`src/pkg/stepper_cmd_pkg.sv`:
```
// Shared constants for the serial command register of a two-coil
// stepper driver. Assumes one 40 MHz system clock.
package stepper_cmd_pkg;

  // ============================================================
  // Command word layout
  // ============================================================
  localparam int WORD_W      = 8;   // Bits per command word
  localparam int BIT_A_DIR   = 0;   // Coil A direction
  localparam int BIT_A_ON    = 1;   // Coil A drive on
  localparam int BIT_B_DIR   = 2;   // Coil B direction
  localparam int BIT_B_ON    = 3;   // Coil B drive on
  localparam int BIT_TORQUE_BIT1    = 4;   // Torque bit 1 (code MSB)
  localparam int BIT_TORQUE_BIT2    = 5;   // Torque bit 2
  localparam int BIT_TORQUE_BIT3    = 6;   // Torque bit 3
  localparam int BIT_TORQUE_BIT4    = 7;   // Torque bit 4 (code LSB)
  localparam int TRQ_W       = 4;   // Torque code width
  localparam int RATIO_W     = 7;   // Percent field width

  // ============================================================
  // Reset values and buffering
  // ============================================================
  localparam logic [WORD_W-1:0] WORD_CLEAR = 8'h00; // Cleared word
  localparam int BUF_DEPTH   = 2;   // Entries in output buffer

  // ============================================================
  // Torque code to current ratio in percent
  // ============================================================
  function automatic logic [RATIO_W-1:0] torque_ratio(
    input logic [TRQ_W-1:0] code
  );
    case (code)
      4'hF:    torque_ratio = 7'h64; // 100
      4'hE:    torque_ratio = 7'h5E; // 94
      4'hD:    torque_ratio = 7'h56; // 86
      4'hC:    torque_ratio = 7'h50; // 80
      4'hB:    torque_ratio = 7'h4A; // 74
      4'hA:    torque_ratio = 7'h43; // 67
      4'h9:    torque_ratio = 7'h3C; // 60
      4'h8:    torque_ratio = 7'h34; // 52
      4'h7:    torque_ratio = 7'h2B; // 43
      4'h6:    torque_ratio = 7'h26; // 38
      4'h5:    torque_ratio = 7'h1D; // 29
      4'h4:    torque_ratio = 7'h19; // 25
      4'h3:    torque_ratio = 7'h0F; // 15
      4'h2:    torque_ratio = 7'h0A; // 10
      4'h1:    torque_ratio = 7'h05; // 5
      default: torque_ratio = 7'h00; // 0
    endcase
  endfunction

endpackage

```
`src/core/cmd_word_buffer.sv`:
```
// Two-entry word buffer with valid/ready on both sides.
// Assumes one clock, synchronous active-high reset and a clock enable.
`timescale 1ns/1ps
module cmd_word_buffer
  import stepper_cmd_pkg::*;
#(
  parameter int WIDTH = WORD_W,   // Word width
  parameter int DEPTH = BUF_DEPTH // Entries, power of two
) (
  input  wire logic             i_clk,     // System clock
  input  wire logic             i_rst,     // Sync reset
  input  wire logic             i_ce,      // Clock enable
  input  wire logic             i_flush,   // Drop all entries
  input  wire logic             i_valid,   // Write request
  input  wire logic [WIDTH-1:0] i_data,    // Write data
  output logic                  o_ready,   // Room for a word
  output logic                  o_valid,   // Word available
  output logic      [WIDTH-1:0] o_data,    // Head word, registered
  input  wire logic             i_ready    // Reader takes head
);
  localparam int AW = $clog2(DEPTH);       // Pointer width

  // ============================================================
  // Storage and pointers
  // ============================================================
  logic [WIDTH-1:0] mem_reg [DEPTH];       // Entry storage
  logic [AW-1:0]    wr_ptr_reg;            // Next write slot
  logic [AW-1:0]    rd_ptr_reg;            // Current head slot
  logic [AW:0]      count_reg;             // Words held
  wire              push = i_valid && o_ready;  // Write accepted
  wire              pop  = o_valid && i_ready;  // Read accepted
  wire  [AW:0]      count_next = count_reg + (AW+1)'(push)
                                 - (AW+1)'(pop);
  wire  [AW-1:0]    rd_ptr_next = rd_ptr_reg + AW'(pop);

  // Entry writes; no reset needed on data storage
  always_ff @(posedge i_clk) begin
    if (i_ce && push) begin
      mem_reg[wr_ptr_reg] <= i_data;
    end
  end

  // Pointers, count and registered flags
  always_ff @(posedge i_clk) begin
    if (i_rst || (i_ce && i_flush)) begin
      wr_ptr_reg <= '0;
      rd_ptr_reg <= '0;
      count_reg  <= '0;
      o_ready    <= 1'b1;
      o_valid    <= 1'b0;
    end else if (i_ce) begin
      wr_ptr_reg <= wr_ptr_reg + AW'(push);
      rd_ptr_reg <= rd_ptr_next;
      count_reg  <= count_next;
      o_ready    <= (count_next != (AW+1)'(DEPTH)); // Honest full
      o_valid    <= (count_next != '0);             // Honest empty
    end
  end

  // Head word out of a register; bypass when writing to empty
  always_ff @(posedge i_clk) begin
    if (i_rst) begin
      o_data <= '0;
    end else if (i_ce) begin
      if (push && (count_reg == '0 || (count_reg == 1 && pop))) begin
        o_data <= i_data;
      end else if (pop) begin
        o_data <= mem_reg[rd_ptr_next];
      end
    end
  end
endmodule // cmd_word_buffer

```
`src/core/stepper_cmd_reg.sv`:
```
// Serial command register of a two-coil stepper driver: shift
// register, storage register, cascade output, blanking, clear,
// sleep and latched fault flags.
// Assumes every serial pin is asynchronous to i_clk and that the
// serial clock is at least four system clocks high and low.
`timescale 1ns/1ps

// Functional notes
// - Word: A dir, A on, B dir, B on, torque
// - Rising serial clock shifts data in; the code skips the shift while blanking is high
// - Falling serial clock drives last stage out
// - Latch rising edge copies shift to storage
// - Latch falling edge changes nothing
// - Blanking high forces all controls low
// - Blanking low lets storage drive outputs
// - Clear low empties both registers
// - Torque codes 1000..1111 give 52..100 percent
// - Torque codes 0000..0111 give 0..43 percent
// - Drive-on bit low turns coil outputs off
// - Direction bit sets coil current polarity
// - Sleep low stops oscillator, outputs, logic
// - Sleep high resumes normal operation
// - Sleep low releases both fault flags
module stepper_cmd_reg
  import stepper_cmd_pkg::*;
(
  input  wire logic               i_clk,              // 40 MHz clock
  input  wire logic               i_rst,              // Sync reset
  input  wire logic               i_ce,               // Clock enable
  input  wire logic               i_serial_clk,       // Serial clock pin
  input  wire logic               i_serial_data,      // Serial data pin
  input  wire logic               i_latch,            // Latch strobe pin
  input  wire logic               i_blank,            // Blanking pin
  input  wire logic               i_register_clear_n, // Clear, low
  input  wire logic               i_sleep_n,          // Sleep, low
  input  wire logic               i_fault_open,       // Load open pin
  input  wire logic               i_fault_overcur,    // Overcurrent pin
  input  wire logic               i_fault_thermal,    // Overheat pin
  input  wire logic               i_cmd_ready,        // Stage takes word
  output logic                    o_last_shift_stage, // Cascade out
  output logic                    o_coil_a_direction, // A polarity
  output logic                    o_coil_a_drive_on,  // A stage on
  output logic                    o_coil_b_direction, // B polarity
  output logic                    o_coil_b_drive_on,  // B stage on
  output logic [TRQ_W-1:0]        o_torque_code,      // Bit1 is MSB
  output logic [RATIO_W-1:0]      o_coil_current,     // Ratio percent
  output logic                    o_coil_a_pos,       // A+ high side
  output logic                    o_coil_a_neg,       // A- high side
  output logic                    o_coil_b_pos,       // B+ high side
  output logic                    o_coil_b_neg,       // B- high side
  output logic                    o_chop_oscillator,  // Chopper run
  output logic                    o_error_flag1,      // Flag 1 level
  output logic                    o_error_flag1_oe,   // Flag 1 pull low
  output logic                    o_error_flag2,      // Flag 2 level
  output logic                    o_error_flag2_oe,   // Flag 2 pull low
  output logic                    o_cmd_valid,        // Word waiting
  output logic [WORD_W-1:0]       o_cmd_data,         // Latched word
  output logic                    o_cmd_room,         // Buffer has room
  output logic                    o_latch_overrun     // Word overwritten
);

  // ============================================================
  // Pin synchronisers
  // ============================================================
  localparam int NPIN = 9;                 // Synchronised pins
  logic [NPIN-1:0] pin_meta_reg;           // First stage, raw
  logic [NPIN-1:0] pin_sync_reg;           // Second stage, safe
  logic            sclk_prev_reg;          // Last synced serial clk
  logic            latch_prev_reg;         // Last synced latch
  wire  [NPIN-1:0] pin_raw = {i_fault_thermal, i_fault_overcur,
                              i_fault_open, i_sleep_n,
                              i_register_clear_n, i_blank,
                              i_latch, i_serial_data,
                              i_serial_clk};

  // Two flops per pin; stage one read only by stage two
  always_ff @(posedge i_clk) begin
    if (i_rst) begin
      pin_meta_reg <= '0;
      pin_sync_reg <= '0;
    end else if (i_ce) begin
      pin_meta_reg <= pin_raw;
      pin_sync_reg <= pin_meta_reg;
    end
  end

  // ============================================================
  // Named synchronised levels and edges
  // ============================================================
  wire sclk     = pin_sync_reg[0];         // Serial clock level
  wire sdata    = pin_sync_reg[1];         // Serial data level
  wire latch    = pin_sync_reg[2];         // Latch level
  wire blank    = pin_sync_reg[3];         // Blanking level
  wire clear_n  = pin_sync_reg[4];         // Clear level, low
  wire sleep_n  = pin_sync_reg[5];         // Sleep level, low
  wire f_open   = pin_sync_reg[6];         // Load open fault
  wire f_ovc    = pin_sync_reg[7];         // Overcurrent fault
  wire f_hot    = pin_sync_reg[8];         // Thermal fault

  wire sclk_rise  = sclk && !sclk_prev_reg;   // Serial clock up
  wire sclk_fall  = !sclk && sclk_prev_reg;   // Serial clock down
  wire latch_rise = latch && !latch_prev_reg; // Latch up edge
  // Latch falling edge has no effect, so it is not decoded

  // Logic held in its initial state while asleep or cleared
  wire logic_init = !sleep_n;
  wire regs_init  = logic_init || !clear_n;

  // Edge history; cleared together with the synchronisers
  always_ff @(posedge i_clk) begin
    if (i_rst) begin
      sclk_prev_reg  <= 1'b0;
      latch_prev_reg <= 1'b0;
    end else if (i_ce) begin
      sclk_prev_reg  <= sclk;
      latch_prev_reg <= latch;
    end
  end

  // ============================================================
  // Shift register and storage register
  // ============================================================
  logic [WORD_W-1:0] shift_reg;            // Serial shift stages
  logic [WORD_W-1:0] store_reg;            // Storage register
  logic              cascade_reg;          // Cascade pin driver

  // First stage takes data, others move up by one
  wire shift_en = sclk_rise && !blank;
  wire [WORD_W-1:0] shift_next =
    {shift_reg[WORD_W-2:0], sdata};

  // Shift register: clear is a level, not an edge
  always_ff @(posedge i_clk) begin
    if (i_rst) begin
      shift_reg <= WORD_CLEAR;
    end else if (i_ce) begin
      if (regs_init) begin
        shift_reg <= WORD_CLEAR;
      end else if (shift_en) begin
        shift_reg <= shift_next;
      end
    end
  end

  // Storage copies on the latch edge, ignoring clock and data
  always_ff @(posedge i_clk) begin
    if (i_rst) begin
      store_reg <= WORD_CLEAR;
    end else if (i_ce) begin
      if (regs_init) begin
        store_reg <= WORD_CLEAR;
      end else if (latch_rise) begin
        store_reg <= shift_reg;
      end
    end
  end

  // Cascade output loads data only on the falling serial clock,
  // giving the next device a half period of setup and hold
  always_ff @(posedge i_clk) begin
    if (i_rst) begin
      cascade_reg <= 1'b0;
    end else if (i_ce) begin
      if (regs_init) begin
        cascade_reg <= 1'b0;
      end else if (sclk_fall) begin
        cascade_reg <= shift_reg[WORD_W-1];
      end
    end
  end

  // ============================================================
  // Control decode
  // ============================================================
  // Blanking or sleep forces every control low
  wire pass = !blank && sleep_n;
  wire [WORD_W-1:0] ctl = pass ? store_reg : WORD_CLEAR;

  wire a_dir = ctl[BIT_A_DIR];
  wire a_on  = ctl[BIT_A_ON];
  wire b_dir = ctl[BIT_B_DIR];
  wire b_on  = ctl[BIT_B_ON];
  wire [TRQ_W-1:0] trq = {ctl[BIT_TORQUE_BIT1], ctl[BIT_TORQUE_BIT2],
                          ctl[BIT_TORQUE_BIT3], ctl[BIT_TORQUE_BIT4]};

  // Bridge legs: off coil drives neither side, high impedance
  wire a_pos = a_on && a_dir;
  wire a_neg = a_on && !a_dir;
  wire b_pos = b_on && b_dir;
  wire b_neg = b_on && !b_dir;

  // Registered controls; outputs come straight from flops
  always_ff @(posedge i_clk) begin
    if (i_rst) begin
      o_coil_a_direction <= 1'b0;
      o_coil_a_drive_on  <= 1'b0;
      o_coil_b_direction <= 1'b0;
      o_coil_b_drive_on  <= 1'b0;
      o_torque_code      <= '0;
      o_coil_current     <= '0;
    end else if (i_ce) begin
      o_coil_a_direction <= a_dir;
      o_coil_a_drive_on  <= a_on;
      o_coil_b_direction <= b_dir;
      o_coil_b_drive_on  <= b_on;
      o_torque_code      <= trq;
      o_coil_current     <= torque_ratio(trq);
    end
  end

  // Bridge leg drives, also flop outputs
  always_ff @(posedge i_clk) begin
    if (i_rst) begin
      o_coil_a_pos <= 1'b0;
      o_coil_a_neg <= 1'b0;
      o_coil_b_pos <= 1'b0;
      o_coil_b_neg <= 1'b0;
    end else if (i_ce) begin
      o_coil_a_pos <= a_pos;
      o_coil_a_neg <= a_neg;
      o_coil_b_pos <= b_pos;
      o_coil_b_neg <= b_neg;
    end
  end

  // ============================================================
  // Chopper enable and cascade pin
  // ============================================================
  // Oscillator runs only while awake
  always_ff @(posedge i_clk) begin
    if (i_rst) begin
      o_chop_oscillator  <= 1'b0;
      o_last_shift_stage <= 1'b0;
    end else if (i_ce) begin
      o_chop_oscillator  <= sleep_n;
      o_last_shift_stage <= cascade_reg;
    end
  end

  // ============================================================
  // Latched fault flags, open drain
  // ============================================================
  // Encoding: open -> flag2; overcurrent -> flag1; thermal -> both
  logic err_open_reg;                      // Load open latched
  logic err_ovc_reg;                       // Overcurrent latched
  logic err_hot_reg;                       // Thermal latched

  // Faults stick until sleep; only sleep or reset releases them
  always_ff @(posedge i_clk) begin
    if (i_rst) begin
      err_open_reg <= 1'b0;
      err_ovc_reg  <= 1'b0;
      err_hot_reg  <= 1'b0;
    end else if (i_ce) begin
      if (logic_init) begin
        err_open_reg <= 1'b0;
        err_ovc_reg  <= 1'b0;
        err_hot_reg  <= 1'b0;
      end else begin
        err_open_reg <= err_open_reg || f_open;
        err_ovc_reg  <= err_ovc_reg || f_ovc;
        err_hot_reg  <= err_hot_reg || f_hot;
      end
    end
  end

  // Thermal outranks overcurrent, which outranks open load
  wire flag1_low = err_hot_reg || err_ovc_reg;
  wire flag2_low = err_hot_reg || (err_open_reg && !err_ovc_reg);

  // Pin drivers: enable high means pulling the line low
  always_ff @(posedge i_clk) begin
    if (i_rst) begin
      o_error_flag1    <= 1'b0;
      o_error_flag1_oe <= 1'b0;
      o_error_flag2    <= 1'b0;
      o_error_flag2_oe <= 1'b0;
    end else if (i_ce) begin
      o_error_flag1    <= 1'b0;
      o_error_flag1_oe <= flag1_low;
      o_error_flag2    <= 1'b0;
      o_error_flag2_oe <= flag2_low;
    end
  end

  // ============================================================
  // Latched word stream toward the output stage
  // ============================================================
  // A word waits here while the buffer is full, so a stall by the
  // reader loses nothing unless a further latch arrives meanwhile
  logic              pend_valid_reg;       // Word waiting to enter
  logic [WORD_W-1:0] pend_word_reg;        // That word
  logic              buf_ready;            // Buffer room, registered
  wire               pend_take = pend_valid_reg && buf_ready;

  // Capture each latched word; flag an overwrite
  always_ff @(posedge i_clk) begin
    if (i_rst) begin
      pend_valid_reg  <= 1'b0;
      pend_word_reg   <= WORD_CLEAR;
      o_latch_overrun <= 1'b0;
    end else if (i_ce) begin
      if (regs_init) begin
        pend_valid_reg  <= 1'b0;
        o_latch_overrun <= 1'b0;
      end else if (latch_rise) begin
        pend_valid_reg  <= 1'b1;
        pend_word_reg   <= shift_reg;
        o_latch_overrun <= pend_valid_reg && !buf_ready;
      end else if (pend_take) begin
        pend_valid_reg  <= 1'b0;
        o_latch_overrun <= 1'b0;
      end
    end
  end

  // Buffer room reported as a flop
  always_ff @(posedge i_clk) begin
    if (i_rst) begin
      o_cmd_room <= 1'b1;
    end else if (i_ce) begin
      o_cmd_room <= buf_ready;
    end
  end

  // Two-entry buffer; flushed by clear or sleep
  cmd_word_buffer #(
    .WIDTH (WORD_W),
    .DEPTH (BUF_DEPTH)
  ) u_buf (
    .i_clk   (i_clk),
    .i_rst   (i_rst),
    .i_ce    (i_ce),
    .i_flush (regs_init),
    .i_valid (pend_valid_reg),
    .i_data  (pend_word_reg),
    .o_ready (buf_ready),
    .o_valid (o_cmd_valid),
    .o_data  (o_cmd_data),
    .i_ready (i_cmd_ready)
  );

endmodule // stepper_cmd_reg

```
`config.mk`:
```
export PLATFORM = sky130hd
export DESIGN_NAME = stepper_cmd_reg
export DESIGN_NICKNAME = d
export VERILOG_FILES = /design/src/pkg/stepper_cmd_pkg.sv /design/src/core/cmd_word_buffer.sv /design/src/core/stepper_cmd_reg.sv
export SDC_FILE = /design/constraint.sdc
export NUM_CORES = 1
export LEC_CHECK = 0
export ABC_AREA = 1
export BUFFER_PORTS_ARGS = -buffer_cell sky130_fd_sc_hd__buf_2
export CAP_MARGIN = 20
export CORE_MARGIN = 5
export CORE_UTILIZATION = 45
export DETAILED_ROUTE_END_ITERATION = 7
export PLACE_DENSITY = 0.73
export SETUP_SLACK_MARGIN = 0.2
export SYNTH_ARGS = -nofsm -noshare
export SYNTH_HDL_FRONTEND = slang
export SYNTH_SLANG_ARGS = --single-unit
```
`constraint.sdc`:
```
create_clock -name i_clk -period 2.25 [get_ports i_clk]
set_clock_uncertainty 0.2 [all_clocks]
set_input_delay 0.225 -clock i_clk [delete_from_list [all_inputs] [get_ports i_clk]]
set_output_delay 0.225 -clock i_clk [all_outputs]
set_load 0.01 [all_outputs]
```
==> results.sh <==
export IMPL_outcome="completed"
export IMPL_cts_tree="yes"
export IMPL_die_w_microns=108
export IMPL_ys_async_sr_fraction=0
export IMPL_drc=0
export IMPL_rsz0062_at_grt="no"
export IMPL_path_class="flip-flop to flip-flop"
export IMPL_pwr_share_clk=0.339
export IMPL_slew_violations=0
export IMPL_coreArea_sq_mm=0.00933
export IMPL_portBuffers=46
export IMPL_wl_microns=8980
export IMPL_crit_path_top_delay_cell="dfxtp_2"
export IMPL_h_tree_depth=3
export IMPL_cpMostUsedCell="nand2_1"
export IMPL_cap_violations=0
export IMPL_intPower_uw=2440
export IMPL_hold_end="pin_sync_reg[4]"
export IMPL_wl_per_cell_microns=12.1
export IMPL_clk_pin_slew_ps=110
export IMPL_area_growth_pct=14.9
export IMPL_synth_seq_cells=104
export IMPL_synth_top_area_cell="dfxtp_1"
export IMPL_startpoint_type="flip-flop"
export IMPL_p_per_area_mw_per_mm2=646
export IMPL_cp_arrival_ps=1930
export IMPL_gp_routability_congestion=0.887
export IMPL_cts_max_path_buffers=2
export IMPL_netlist_instances=555
export IMPL_r2r_cells=12
export IMPL_yosys_warnings=0
export IMPL_cts_sinks=104
export IMPL_final_hold_violation_count=0
export IMPL_grt_pass1_wl_microns=15600
export IMPL_dieArea_sq_mm=0.0117
export IMPL_fin_crit_ps=1870
export IMPL_path_cells="nand2_4, inv_1, ha_1, inv_1, ha_1, inv_1, nand2_1, nand2_1, nand2_1, nand3_1, o21ai_1, nand2_1"
export IMPL_cts_made_buffers=9
export IMPL_grt_max_degree=39
export IMPL_r2r_start="u_buf.o_valid"
export IMPL_fmax_mhz=534
export IMPL_fin_nets=631
export IMPL_finalCritPeriodShare=0.832
export IMPL_synth_area_sq_mm=0.00435
export IMPL_vdd_drop_max_v=0.000293
export IMPL_worst_path_max_fanout=4
export IMPL_dp_hpwl_microns=6520
export IMPL_holdCritPathClass="primary input to flip-flop"
export IMPL_dp_cells=718
export IMPL_cp_required_ps=2310
export IMPL_largest_reg_flops=16
export IMPL_netlist_area_leader_share=0.405
export IMPL_nFillCells=920
export IMPL_rows=35
export IMPL_multi_input_area_sq_mm=0.00179
export IMPL_syn_area_per_cell_sq_um=7.83
export IMPL_root_buffer="clkbuf_8"
export IMPL_synthTopCellsByArea="dfxtp_1, edfxtp_1, nand2_1"
export IMPL_switching_share=0.244
export IMPL_synth_ff_type="dfxtp_1"
export IMPL_critical_path_endpoint_type="flip-flop"
export IMPL_total_leakage_power_uw=0.00219
export IMPL_fin_tns_setup_ps=0
export IMPL_vias_per_cell=4.79
export IMPL_cp_slowest_stage_delay_ps=360
export IMPL_grt_ovfl_total=0
export IMPL_r2r_slack_ps=380
export IMPL_synth_edf_count=16
export IMPL_drive_above_1_share=0.164
export IMPL_num_antenna_cells=0
export IMPL_grt_use_total=0.164
export IMPL_p_sw_uw=787
export IMPL_power_uw=3230
export IMPL_worstSkewPairLatency_ps=370
export IMPL_hold_start="i_ce"
export IMPL_firstDrtPassIters=4
export IMPL_r2r_end="u_buf.o_ready"
export IMPL_initial_core_util=0.466
export IMPL_pwr_share_comb=0.061
export IMPL_grt_pass1_vias=3353
export IMPL_drt_iter0_drc=205
export IMPL_yosysUniqueCellTypes=30
export IMPL_ys_top_cells_by_count="nand2_1, dfxtp_1, nor2_1"
export IMPL_ant_nets=0
export IMPL_vias=3568
export IMPL_seqPwrFrac=0.600
export IMPL_yosysMostFrequentCell="nand2_1"
export IMPL_setup_viol=0
export IMPL_die_h_microns=108
export IMPL_synth_seq_area_share=0.516
export IMPL_min_path_cells=3
export IMPL_antenna_found_initial=0
export IMPL_final_cells=745
export IMPL_regArea_sq_mm=0.00225
export IMPL_ioPinCount=49
## worst max-delay path: cells and delay by family (launching register included)
kind	cells	cell delay [ps]
and+or+nand+nor	6	430
adders and majority gates	2	470
DFF	1	360
AOI/OAI and AO/OA	1	160
buffers and inverters	3	160
## worst max path at each step
stage,start,end,cells past startpoint
2_1_floorplan,u_buf.o_valid,u_buf.o_ready,12
3_3_place_gp,u_buf.o_valid,u_buf.o_ready,12
3_5_place_dp,u_buf.o_valid,u_buf.o_ready,12
4_1_cts,u_buf.o_valid,u_buf.o_ready,12
5_1_grt,u_buf.o_valid,u_buf.o_ready,12
6_report,u_buf.o_valid,u_buf.o_ready,12
## metrics by stage
step	hold WS, ps	worst slack, ps	utilization	instance area (sq um)
6_report	23.3	379	0.535	4990
5_1_grt	47.5	252	0.535	4990
4_1_cts	14.8	225	0.533	4980
3_5_place_dp	255	232	0.504	4700
3_3_place_gp	250	389	0.504	4700
2_1_floorplan	160	395	-	4350
## power groups by stage
stage	logic (uW)	clock network, uW	registers, uW
final	196	1090	1940
after global routing	223	1210	1940
after CTS	197	1130	1940
after detailed placement	184	0	1980
after global placement	181	0	1980
after floorplan	130	0	1980
## layout make-up
class                           instances  area share
Inverter                               52      0.0391
Tap cell                              129      0.0323
Multi-Input combinational cell        376       0.358
Clock buffer                           11      0.0291
Sequential cell                       104       0.450
Clock inverter                          5     0.00802
Timing Repair Buffer                   68      0.0837
## logic make-up after synthesis
logic type | after synthesis | share of synthesized area
buffers and inverters | 76 | 0.0734
and+or+nand+nor | 272 | 0.278
AOI/OAI and AO/OA | 95 | 0.112
adders and majority gates | 7 | 0.0201
other | 1 | 0.000863
DFF | 104 | 0.516
## cells in the final DEF (no fill, tap or decap), drive strengths merged, types with 2 or more instances in the layout
cell type    synthesis  layout
dfxtp               88      88
nand4                4       4
nand2              131     131
conb                 1       2
inv                 52      54
dlygate4sd3          0       9
buf                 17      59
a31oi                2       2
edfxtp              16      16
nor2                93      93
o21ai               32      32
a21oi               59      59
nand3               41      41
ha                   7       7
or2                  2       2
clkinv               0       2
clkbuf               7      11
## per-layer routing
layer  wire [microns]  track usage  part of all wire
met5                0            0                 0
met1             4350        0.224              0.48
met4               99       0.0496             0.011
met3              389       0.0370             0.043
met2             4140        0.261              0.46
## repair_timing
action                                  CTS  global route
setup buffers                             0             2
resized for setup                         0             4
endpoints found under the setup margin    0             3
hold buffers                              9             0
hold endpoints to repair                  9             0
Note: power is estimated with default switching activity, not from simulation.
